==> src/main_pll_clock_pkg.sv <==
// Constants and settings shared by the main PLL clock generator files
//
// Operation
// - PLL reference comes from oscillator pin, single-ended or crystal.
// - Reference multiplied by integer plus fractional factor fields.
// - Raw PLL output is halved before reaching the bypass mux.
// - Integer factor zero selects reference clock, otherwise halved PLL.
// - Mux output divided by system divider select gives system clock.
// - Integer factor is seven bits; zero bypasses, n multiplies by n.
// - Pinless internal oscillator yields fixed 10 MHz and 32 kHz.
// - Internal clocks are routed out to low-power mode logic.
// - Internal fast clock drives the missing-clock detector.
// - Auxiliary clock pin feeds only USB PLL and CAN, never main path.
// - System PLL clock, clock fail and the crystal drive pin derive from the main oscillator input.
// - Missing reference substitutes fast clock and raises clock fail.
package main_pll_clock_pkg;

  // ----------------------------------------------------------------
  // Clock rates
  // ----------------------------------------------------------------
  localparam int SYS_CLK_KHZ = 125000;
  localparam int FAST_CLK_KHZ = 10000;
  localparam int SLOW_CLK_KHZ = 32;
  localparam int TONE_ACC_W = 17;
  // Two edges per output period
  localparam int FAST_STEP = 2 * FAST_CLK_KHZ;
  localparam int SLOW_STEP = 2 * SLOW_CLK_KHZ;

  // ----------------------------------------------------------------
  // Multiplier and divider fields
  // ----------------------------------------------------------------
  localparam int MULT_INT_W = 7;
  localparam int MULT_FRAC_W = 2;
  localparam int QUARTER_W = MULT_INT_W + MULT_FRAC_W;
  localparam int CREDIT_W = 12;
  localparam int DIV_SEL_W = 6;
  localparam logic [MULT_INT_W-1:0] BYPASS_CODE = 7'h00;
  localparam logic [CREDIT_W-1:0] CREDIT_UNIT = 12'h004;
  localparam logic [MULT_FRAC_W-1:0] FRAC_RESET = 2'h0;
  localparam logic [DIV_SEL_W-1:0] DIV_RESET = 6'h00;

  // ----------------------------------------------------------------
  // Missing-clock timeout
  // ----------------------------------------------------------------
  localparam int MISS_W = 8;
  localparam int MISS_TIME_NS = 10000;
  localparam int FAST_EDGE_NS = 1000000 / (2 * FAST_CLK_KHZ);
  localparam int MISS_TICKS = MISS_TIME_NS / FAST_EDGE_NS;
  localparam logic [MISS_W-1:0] MISS_LIMIT = MISS_W'(MISS_TICKS);

endpackage

==> src/fixed_tone_gen.sv <==
// Fixed-frequency square wave from a phase accumulator on the system clock
`timescale 1ns/1ns
module fixed_tone_gen
  import main_pll_clock_pkg::*;
#(
  parameter int STEP = FAST_STEP,
  parameter int MODULUS = SYS_CLK_KHZ
) (
  input wire logic sys_clk,
  input wire logic rst,
  output logic tone
);

  localparam logic [TONE_ACC_W-1:0] STEP_V = TONE_ACC_W'(STEP);
  localparam logic [TONE_ACC_W-1:0] MOD_V = TONE_ACC_W'(MODULUS);

  logic [TONE_ACC_W-1:0] phase_q;
  logic [TONE_ACC_W-1:0] phase_d;
  logic tone_q;
  logic tone_d;
  logic [TONE_ACC_W:0] phaseSum;

  // Accumulate, wrap at modulus and toggle on each wrap
  always_comb begin
    phaseSum = {1'b0, phase_q} + {1'b0, STEP_V};
    if (phaseSum >= {1'b0, MOD_V}) begin
      phase_d = TONE_ACC_W'(phaseSum - {1'b0, MOD_V});
      tone_d = ~tone_q;
    end else begin
      phase_d = phaseSum[TONE_ACC_W-1:0];
      tone_d = tone_q;
    end
  end

  // State registers
  always_ff @(posedge sys_clk or posedge rst) begin
    if (rst) begin
      phase_q <= '0;
      tone_q <= 1'b0;
    end else begin
      phase_q <= phase_d;
      tone_q <= tone_d;
    end
  end

  assign tone = tone_q;

endmodule

==> src/main_pll_clock_generator.sv <==
// Main PLL clock path, internal oscillator clocks and missing-clock detect
`timescale 1ns/1ns
module main_pll_clock_generator
  import main_pll_clock_pkg::*;
(
  input wire logic sys_clk,
  input wire logic rst,
  input wire logic oscInPin,
  input wire logic crystalMode,
  input wire logic auxiliaryClockInput,
  input wire logic [MULT_INT_W-1:0] pllIntegerFactor,
  input wire logic [MULT_FRAC_W-1:0] pllFractionFactor,
  input wire logic [DIV_SEL_W-1:0] systemDividerSelect,
  output logic oscOutPin,
  output logic oscOutPinOe_n,
  output logic systemPllClock,
  output logic clockFailIndication,
  output logic internalFastClock,
  output logic internalSlowClock,
  output logic usbCanReferenceClock
);

  // ----------------------------------------------------------------
  // Decode helpers
  // ----------------------------------------------------------------

  // Zero integer factor means the PLL is bypassed
  function automatic logic isBypass(input logic [MULT_INT_W-1:0] mult);
    isBypass = (mult == BYPASS_CODE);
  endfunction

  // ----------------------------------------------------------------
  // Declarations
  // ----------------------------------------------------------------
  logic refMeta_q;
  logic refSync_q;
  logic refLast_q;
  logic auxMeta_q;
  logic auxSync_q;
  logic usbCan_q;
  logic oscOut_q;
  logic oscOe_n_q;
  logic refLast_d;
  logic usbCan_d;
  logic oscOut_d;
  logic oscOe_n_d;
  logic refEdge;

  logic fastTone;
  logic slowTone;
  logic fastLast_q;
  logic fastEdge;

  logic [MULT_INT_W-1:0] multLatch_q;
  logic [MULT_INT_W-1:0] multLatch_d;
  logic [MULT_FRAC_W-1:0] fracLatch_q;
  logic [MULT_FRAC_W-1:0] fracLatch_d;
  logic [DIV_SEL_W-1:0] divLatch_q;
  logic [DIV_SEL_W-1:0] divLatch_d;
  logic bypass;
  logic [QUARTER_W-1:0] mulQuarters;

  logic [CREDIT_W-1:0] creditAcc_q;
  logic [CREDIT_W-1:0] creditAcc_d;
  logic [CREDIT_W-1:0] creditExpect;
  logic [CREDIT_W:0] creditSum;
  logic rawTick;
  logic halfPhase_q;
  logic halfPhase_d;
  logic halfTick;
  logic muxEdge;

  logic [DIV_SEL_W-1:0] divCount_q;
  logic [DIV_SEL_W-1:0] divCount_d;
  logic divWrap;
  logic sysPll_q;
  logic sysPll_d;

  logic [MISS_W-1:0] missCount_q;
  logic [MISS_W-1:0] missCount_d;
  logic clockFail_q;
  logic clockFail_d;

  // ----------------------------------------------------------------
  // Pin synchronisers and oscillator pad
  // ----------------------------------------------------------------

  // Reference edge after two flops; crystal drive and aux pass-through
  always_comb begin
    refLast_d = refSync_q;
    refEdge = refSync_q ^ refLast_q;
    // Crystal amplifier drives the second pin inverted
    oscOut_d = ~refSync_q;
    oscOe_n_d = ~crystalMode;
    // Aux pin goes only to the USB and CAN reference
    usbCan_d = auxSync_q;
  end

  // Synchroniser and pad registers
  always_ff @(posedge sys_clk or posedge rst) begin
    if (rst) begin
      refMeta_q <= 1'b0;
      refSync_q <= 1'b0;
      refLast_q <= 1'b0;
      auxMeta_q <= 1'b0;
      auxSync_q <= 1'b0;
      usbCan_q <= 1'b0;
      oscOut_q <= 1'b0;
      oscOe_n_q <= 1'b1;
    end else begin
      refMeta_q <= oscInPin;
      refSync_q <= refMeta_q;
      refLast_q <= refLast_d;
      auxMeta_q <= auxiliaryClockInput;
      auxSync_q <= auxMeta_q;
      usbCan_q <= usbCan_d;
      oscOut_q <= oscOut_d;
      oscOe_n_q <= oscOe_n_d;
    end
  end

  // ----------------------------------------------------------------
  // Internal oscillator clocks
  // ----------------------------------------------------------------

  // Fixed 10 MHz tone, not configurable
  fixed_tone_gen #(
    .STEP(FAST_STEP),
    .MODULUS(SYS_CLK_KHZ)
  ) fastGen (
    .sys_clk(sys_clk),
    .rst(rst),
    .tone(fastTone)
  );

  // Fixed 32 kHz tone, not configurable
  fixed_tone_gen #(
    .STEP(SLOW_STEP),
    .MODULUS(SYS_CLK_KHZ)
  ) slowGen (
    .sys_clk(sys_clk),
    .rst(rst),
    .tone(slowTone)
  );

  // Both tones go to the low-power mode logic
  assign internalFastClock = fastTone;
  assign internalSlowClock = slowTone;

  // Edge of the fast tone paces the missing-clock timer
  always_ff @(posedge sys_clk or posedge rst) begin
    if (rst) begin
      fastLast_q <= 1'b0;
    end else begin
      fastLast_q <= fastTone;
    end
  end

  assign fastEdge = fastTone ^ fastLast_q;

  // ----------------------------------------------------------------
  // PLL multiplier model
  // ----------------------------------------------------------------

  // Each reference edge credits the multiplier in quarter steps;
  // one raw PLL edge is spent per four quarters of credit
  always_comb begin
    bypass = isBypass(multLatch_q);
    mulQuarters = {multLatch_q, fracLatch_q};
    creditExpect = creditAcc_q + CREDIT_W'(mulQuarters);
    rawTick = (creditAcc_q >= CREDIT_UNIT);
    creditSum = {1'b0, creditAcc_q};
    if (rawTick) begin
      creditSum = creditSum - {1'b0, CREDIT_UNIT};
    end
    if (refEdge && !bypass) begin
      creditSum = creditSum + (CREDIT_W+1)'(mulQuarters);
    end
    if (bypass) begin
      creditSum = '0;
    end
    // Saturate rather than wrap on a wildly high ratio
    creditAcc_d = creditSum[CREDIT_W] ? '1 : creditSum[CREDIT_W-1:0];
    // Every second raw edge passes: divide by two
    halfPhase_d = rawTick ? ~halfPhase_q : halfPhase_q;
    halfTick = rawTick && halfPhase_q;
    // Bypass mux picks reference or halved PLL edges
    muxEdge = bypass ? refEdge : halfTick;
  end

  // Multiplier state registers
  always_ff @(posedge sys_clk or posedge rst) begin
    if (rst) begin
      creditAcc_q <= '0;
      halfPhase_q <= 1'b0;
    end else begin
      creditAcc_q <= creditAcc_d;
      halfPhase_q <= halfPhase_d;
    end
  end

  // ----------------------------------------------------------------
  // Output divider and settings latch
  // ----------------------------------------------------------------

  // Toggle every (select + 1) mux edges; new settings are only taken
  // at a toggle so no runt pulse can appear on the output
  always_comb begin
    divWrap = muxEdge && (divCount_q == divLatch_q);
    divCount_d = divCount_q;
    multLatch_d = multLatch_q;
    fracLatch_d = fracLatch_q;
    divLatch_d = divLatch_q;
    sysPll_d = sysPll_q;
    if (divWrap) begin
      divCount_d = '0;
      multLatch_d = pllIntegerFactor;
      fracLatch_d = pllFractionFactor;
      divLatch_d = systemDividerSelect;
      sysPll_d = ~sysPll_q;
    end else if (muxEdge) begin
      divCount_d = divCount_q + 1'b1;
    end
    // Fail substitutes the internal fast clock
    if (clockFail_q) begin
      sysPll_d = fastTone;
    end
  end

  // Divider registers; reset starts in bypass with divide-by-one
  always_ff @(posedge sys_clk or posedge rst) begin
    if (rst) begin
      divCount_q <= '0;
      multLatch_q <= BYPASS_CODE;
      fracLatch_q <= FRAC_RESET;
      divLatch_q <= DIV_RESET;
      sysPll_q <= 1'b0;
    end else begin
      divCount_q <= divCount_d;
      multLatch_q <= multLatch_d;
      fracLatch_q <= fracLatch_d;
      divLatch_q <= divLatch_d;
      sysPll_q <= sysPll_d;
    end
  end

  // ----------------------------------------------------------------
  // Missing-clock detection
  // ----------------------------------------------------------------

  // Count fast edges since the last reference edge; fail is sticky
  always_comb begin
    missCount_d = missCount_q;
    if (refEdge) begin
      missCount_d = '0;
    end else if (fastEdge && (missCount_q != MISS_LIMIT)) begin
      missCount_d = missCount_q + 1'b1;
    end
    clockFail_d = clockFail_q || (missCount_q == MISS_LIMIT);
  end

  // Detector registers
  always_ff @(posedge sys_clk or posedge rst) begin
    if (rst) begin
      missCount_q <= '0;
      clockFail_q <= 1'b0;
    end else begin
      missCount_q <= missCount_d;
      clockFail_q <= clockFail_d;
    end
  end

  // ----------------------------------------------------------------
  // Outputs
  // ----------------------------------------------------------------

  // System clock is the divided bypass mux output until clock fail substitutes the fast clock
  assign systemPllClock = sysPll_q;
  assign clockFailIndication = clockFail_q;
  assign usbCanReferenceClock = usbCan_q;
  assign oscOutPin = oscOut_q;
  assign oscOutPinOe_n = oscOe_n_q;

  // ----------------------------------------------------------------
  // Checks
  // ----------------------------------------------------------------

  chk_credit_add: assert property (
    @(posedge sys_clk) disable iff (rst)
    (refEdge && !isBypass(multLatch_q) && (creditAcc_q < CREDIT_UNIT))
      |=> (creditAcc_q == $past(creditExpect)))
    else $error("credit not increased by multiplier");

  chk_half_rate: assert property (
    @(posedge sys_clk) disable iff (rst)
    halfTick |=> !halfTick)
    else $error("halved edges back to back");

  chk_bypass_toggle: assert property (
    @(posedge sys_clk) disable iff (rst)
    (isBypass(multLatch_q) && refEdge && (divCount_q == divLatch_q)
      && !clockFail_q) |=> (systemPllClock != $past(systemPllClock)))
    else $error("bypass edge did not toggle output");

  chk_divider_hold: assert property (
    @(posedge sys_clk) disable iff (rst)
    (!muxEdge && !clockFail_q) |=> $stable(systemPllClock))
    else $error("output moved without a mux edge");

  chk_settings_stable: assert property (
    @(posedge sys_clk) disable iff (rst)
    !divWrap |=> ($stable(multLatch_q) && $stable(divLatch_q)
      && $stable(fracLatch_q)))
    else $error("settings changed away from a toggle");

  chk_timeout_fail: assert property (
    @(posedge sys_clk) disable iff (rst)
    (missCount_q == MISS_LIMIT) |=> clockFail_q)
    else $error("timeout did not raise clock fail");

  chk_fail_sticky: assert property (
    @(posedge sys_clk) disable iff (rst)
    clockFail_q |=> clockFail_q [*2])
    else $error("clock fail dropped");

  chk_fail_subst: assert property (
    @(posedge sys_clk) disable iff (rst)
    clockFail_q |=> (systemPllClock == $past(fastTone)))
    else $error("fast clock not substituted on fail");

endmodule

==> config.mk <==
export PLATFORM = sky130hd
export DESIGN_NAME = main_pll_clock_generator
export DESIGN_NICKNAME = d
export VERILOG_FILES = /design/src/main_pll_clock_pkg.sv /design/src/fixed_tone_gen.sv /design/src/main_pll_clock_generator.sv
export SDC_FILE = /design/constraint.sdc
export NUM_CORES = 1
export LEC_CHECK = 0
export ABC_AREA = 1
export BUFFER_PORTS_ARGS = -buffer_cell sky130_fd_sc_hd__clkbuf_2
export CORE_ASPECT_RATIO = 1.1
export CORE_MARGIN = 8
export CORE_UTILIZATION = 62
export DETAILED_ROUTE_END_ITERATION = 6
export PLACE_DENSITY = 0.8
export SLEW_MARGIN = 20
export SYNTH_ARGS = -nofsm -noshare
export SYNTH_HDL_FRONTEND = slang
export SYNTH_SLANG_ARGS = --single-unit
==> constraint.sdc <==
create_clock -name sys_clk -period 3.6 [get_ports sys_clk]
set_input_delay 0.54 -clock sys_clk [delete_from_list [all_inputs] [get_ports sys_clk]]
set_output_delay 0.54 -clock sys_clk [all_outputs]
set_load 0.02 [all_outputs]
=== Word level (Yosys, flattened, before mapping) ===
Index checks and enable logic that the tools add are counted.
Widths: inputs -> output; s select.

* Mux-type cells: 13
* Bitwise operators: 8
* Eq/ne operators: 3
* Add/sub/neg operators: 8
* Reduce and logical (&&, ||, !) cells: 10
* Order comparisons: 3

{| class="wikitable"
|+ Operator list
! cell !! count
|-
| $mux 13 || 3
|-
| $ge 18x17->1 const B || 2
|-
| $mux 17 || 2
|-
| $sub 17x17->17 const B || 2
|-
| $add 17x15->18 const B || 1
|-
| $add 17x7->18 const B || 1
|-
| $mux 8 || 2
|-
| $add 13x9->13 || 1
|-
| $sub 12x3->13 const B || 1
|-
| $ge 12x3->1 const B || 1
|-
| $mux 12 || 1
|-
| $mux 6 || 2
|-
| $add 8x1->8 const B || 1
|-
| $eq 8x8->1 const B || 1
|-
| $ne 8x8->1 const B || 1
|-
| $logic_not 7->1 || 1
|-
| $add 6x1->6 const B || 1
|-
| $eq 6x6->1 || 1
|-
| $not 1->1 || 6
|-
| $reduce_bool 2->1 || 3
|-
| $logic_and 1x1->1 || 4
|-
| $mux 1 || 3
|-
| $xor 1x1->1 || 2
|-
| $logic_not 1->1 || 1
|-
| $logic_or 1x1->1 || 1
|}

* Logic and storage cells: 67
* Flip-flop bits (word level): 89
* Output and inout port bits: 7

=== Logic depth before layout (Yosys ltp) ===
* Depth after elaboration: 6
* Depth in mapped cells: 20

=== By module ===
A second synthesis with hierarchy kept.

* Cell total of the unflattened synthesis: 798
* Area total of the unflattened synthesis: 5869.4 um^2

{| class="wikitable"
|+ By module, submodules not included
! module !! area an instance (um^2) !! cells each !! instances
|-
| main_pll_clock_generator || 3299.4 || 417 || 1
|-
| fixed_tone_gen (fastGen) || 1322.5 || 199 || 1
|-
| fixed_tone_gen (slowGen) || 1247.4 || 182 || 1
|}

=== Worst setup path before layout ===
No wires, ideal clock.

* Path kind: register to register
* Start point: reg creditAcc_q[2]
* End point: reg creditAcc_q[9]
* Cell stages (with the launch flop): 18
* Period minus slack after synthesis: 2.698 ns
* Setup slack: 0.902 ns
* Buffers on the path: 1
* Library setup time: 0.120 ns
* Data arrival time: 2.577 ns
* Path through: dfrtp_1 > inv_1 > nand3_1 > nor2_4 > nand3_1 > nor2_1 > nor2_1 > ha_1 > nand3_1 > nand2_1 > nand4_1 > nand2_1 > nand2_1 > a21oi_2 > nand3_1 > nand3_2 > buf_6 > nand2_1

* Cells in the longest elaborated chain, start to end: 6

{| class="wikitable"
|+ Ends and longest elaborated chain
! element !! line !! RTL
|-
| start: declaration || main_pll_clock_generator.sv:63 || <nowiki>logic [CREDIT_W-1:0] creditAcc_q;</nowiki>
|-
| start signal: assignment || main_pll_clock_generator.sv:197 || <nowiki>creditAcc_q <= creditAcc_d;</nowiki>
|-
| $sub 12x3->13 / $ge 12x3->1 (equally long branches) || main_pll_clock_generator.sv:174, main_pll_clock_generator.sv:171 ||
|-
| $mux 13 * || main_pll_clock_generator.sv:173 || <nowiki>if (rawTick) begin</nowiki>
|-
| $add 13x9->13 || main_pll_clock_generator.sv:177 || <nowiki>creditSum = creditSum + (CREDIT_W+1)'(mulQuarters);</nowiki>
|-
| $mux 13 * || main_pll_clock_generator.sv:176 || <nowiki>if (refEdge && !bypass) begin</nowiki>
|-
| $mux 13 * || main_pll_clock_generator.sv:179 || <nowiki>if (bypass) begin</nowiki>
|-
| $mux 12 * || main_pll_clock_generator.sv:183 || <nowiki>creditAcc_d = creditSum[CREDIT_W] ? '1 : creditSum[CREDIT_W-1:0];</nowiki>
|-
| net creditAcc_d[9] || main_pll_clock_generator.sv:64 || <nowiki>logic [CREDIT_W-1:0] creditAcc_d;</nowiki>
|}

The timed path passes the listed nets; every way through them passes the cells marked *.
A chain may end at the register's enable or synchronous reset.

=== Final worst setup path ===
* Start point: reg creditAcc_q[6]
* End point: reg creditAcc_q[8]

The elaborated chain is that of the path after synthesis.

==> flow_summary_export.csv <==
group,metric,value,unit
synth,synthArstFlopShare,1.000,
synth,ys.flop_type,"dfrtp_1",
synth,synthCells,760,
synth,yosys_warnings,0,
routing,firstDrtPassIters,5,
cts,cts-resized-gates,0,
setup_path,worstPathArrival,3.57,ns
timing,fin_crit,3.268,ns
layout,final_nets,835,
placed_design,dpl.hpwl,8.753,mm
grt,grt_pass1_wl,20.99,mm
layout,drive_above_1_share,0.1272,
die,fp.coreArea,0.008783,sq mm
die,die-area,0.01225,sq mm
grt,antenna_found_initial,0,
timing,fmax,306.0,MHz
status,outcome,"complete, no violations",
timing,setup_viol,0,
synth,yosysUniqueCellTypes,38,
die,core.rowCount,36,
synth,avgSynthCellArea,7.311,sq um
layout,diodes,0,
synth,synth_edf_count,0,
routing,viasPerCell,5.322,
cts,clkLatencyLatePin,0.37,ns
cts,clkSlewWorstSetupHoldPaths,0.09,ns
timing,drv_slew,0,
synth,synth_top_area_share,0.3693,
power,switching_share,0.4053,
layout,final_util,0.6855,
power,p_per_area,617.8,mW/mm^2
grt,gr-usage-all-layers,0.2087,
power,p_comb_frac,0.438,
synth,synth_seq_cells,83,
routing,vias,4832,
cts,h-tree-depth,3,
timing,relSlewSlack,0.4131,
job,cap_violations,0,
timing,hold_viol_final,0,
power,seq_power_share,0.341,
cts,post-cts-setup-buffers,0,
routing,ant_nets,0,
synth,netlist_area,0.005557,sq mm
routing,avgRoutedWirePerCell,12.94,microns
setup_path,cp-end-kind,"flip-flop",
timing,finalHoldWorstSlack,0.2690,ns
routing,drc_errors,0,
timing,fin_tns_setup,0,ns
timing,rsz0062_at_grt,"no",
cts,numClockSinks,83,
cts,cts_hold_buf,0,
die,io_pins,27,
timing,worst_slew_pin_slew,0.8793,ns
setup_path,path_class,"flip-flop to flip-flop",
synth,synth_top_area_cell,"dfrtp_1",
placed_design,place_congestion,0.8852,
routing,wl,11.75,mm
power,power_switching,1.508,mW
die,die_y,115.3,microns
cts,cts_buffers,9,
layout,fill_cells,773,
cts,cts_root_buf,"clkbuf_8",
placed_design,placement.io_buffers,26,
setup_path,start_kind,"flip-flop",
timing,fin_skew,0.007914,ns
die,initial_core_util,0.6326,
grt,grt_pass1_vias,4893,
cts,cts_tree,"yes",
layout,areaGrowthSynthToFinish,8.354,%
setup_path,required,3.90,ns
synth,yosysSeqAreaShare,0.3740,
power,peakVddDrop,0.3116,mV
grt,grt_start_max_net_pins,53,
power,p_leak,3.286,nW
cts,clockBufferDepth,2,
die,fp.dieW,106.3,microns
synth,syn_nets,806,
setup_path,critPathMaxFanout,12,
routing,drt-initial-drc-count,224,
synth,synth_area_leaders,"dfrtp_1 37%, nand2_1 16%, nand3_1 7.6%, inv_1 6.7%, ha_1 5.6%",
grt,gr-total-overflow,0,
power,power_frac_clock,0.221,
power,intPower,2.212,mW
timing,finalCritPeriodShare,0.9076,
min_path,hold_path_class,"primary input to flip-flop",
[final cells by class]
cell class	count	area [sq um]	share of cell area
Multi-Input combinational cell	559	2995	0.4975
Sequential cell	83	2078	0.3452
Inverter	105	395.4	0.06567
Timing Repair Buffer	31	167.7	0.02785
Tap cell	114	142.6	0.02369
Clock buffer	11	141.4	0.02348
Clock inverter	5	100.1	0.01663
[worst max-delay path, stage by stage, from the launching register on]
cell and delay [ns]:
dfrtp_1 0.41, nor2_1 0.19, nand3_1 0.15, nor2_4 0.16, nand3_1 0.13, nor2_1 0.44, nor2_1 0.13, ha_1 0.39
nand3_1 0.10, nand2_1 0.12, nand4_1 0.10, nand2_1 0.10, nand2_1 0.08, a21oi_2 0.20, nand2_1 0.07, nand2_1 0.07
nand3_2 0.22, nand2_1 0.15
[metrics by stage]
stage          instance area (sq um)  setup WS (ns)  power, mW  instances
6_report                        6021         0.3325      3.720        908
5_1_grt                         6021       0.009281      4.072        908
4_1_cts                         6021         0.3424      3.720        908
3_5_place_dp                    5779         0.4114      2.888        892
3_3_place_gp                    5779         0.5548      2.824        892
2_1_floorplan                   5557         0.9023      2.533        760
[final timing paths]
kind	to	cells past startpoint	slack (ns)	startpoint
hold reg to reg	refLast_d$_DFF_PP0_	0	0.36	refMeta_q$_DFF_PP0_
hold / removal	auxMeta_q$_DFF_PP0_	1	0.27	auxiliaryClockInput
min in group asynchronous	slowGen.phase_q[16]$_DFF_PP0_	2	0.30	rst
setup / recovery	creditAcc_q[8]$_DFF_PP0_	17	0.33	creditAcc_q[6]$_DFF_PP0_
setup reg to reg	creditAcc_q[8]$_DFF_PP0_	17	0.33	creditAcc_q[6]$_DFF_PP0_
max in group asynchronous	divCount_q[5]$_DFFE_PP0P_	3	2.55	rst
[logic make-up after synthesis]
kind of cell	after synthesis	synth area share
simple gates	436	0.3592
buf+inv	118	0.08692
flops	83	0.3740
compound gates	61	0.06192
xor+xnor	36	0.05810
fa+ha+maj	26	0.05990
[cell usage in the layout, fill, tap and decap left out, types with 3 or more instances in the layout]
cell type  netlist  routed
nand3_2          7       7
xnor2_1         13      13
dfrtp_1         82      82
ha_1            25      25
clkinv_2         0       3
nor2_2           8       8
clkbuf_2         0      26
buf_4            1       5
nand2_1        230     230
clkbuf_8         0      10
xor2_1          22      22
bufinv_16        0       3
nand2_2         13      13
nor2_1          53      53
a21oi_1         21      21
nor3_1          10      10
nand4_1         13      13
o21bai_1         3       3
o21ai_0         25      25
inv_2            6       6
nor2_4           3       3
o21ai_2          3       3
nand3b_1         5       5
nand3_1         84      84
nand2_4          3       3
inv_1           99      98
[power groups by stage]
stage | registers (mW) | clock network [mW] | logic, mW
after floorplan | 1.25 | 0 | 1.28
after global placement | 1.28 | 0 | 1.55
after detailed placement | 1.28 | 0 | 1.60
after CTS | 1.27 | 0.830 | 1.62
after global routing | 1.29 | 0.868 | 1.91
final | 1.27 | 0.820 | 1.63
[layer usage]
layer / global-route usage / part of all wire / vias to the layer above
li1: - / - / 2467
met1: 0.2483 / 0.44 / 2246
met2: 0.3623 / 0.50 / 98
met3: 0.03083 / 0.042 / 21
met4: 0.1005 / 0.018 / 0
met5: 0 / 0 / -
[Yosys cell counts (3+ instances only)]
cell type	number
nand2_1	230
inv_1	99
nand3_1	84
dfrtp_1	82
nor2_1	53
ha_1	25
o21ai_0	25
xor2_1	22
a21oi_1	21
nand2_2	13
nand4_1	13
xnor2_1	13
nor3_1	10
nor2_2	8
nand3_2	7
inv_2	6
buf_2	5
nand3b_1	5
buf_6	4
clkbuf_1	3
nand2_4	3
nor2_4	3
o21ai_2	3
o21bai_1	3
[flip-flops by register name, indices dropped and copies added (netlist names), 2 cells and up]
register,flops
slowGen.phase_q,14
divLatch_q,6
creditAcc_q,12
fastGen.phase_q,14
missCount_q,8
divCount_q,6
multLatch_q,7
fracLatch_q,2
Power figures use the tool's default switching activity.
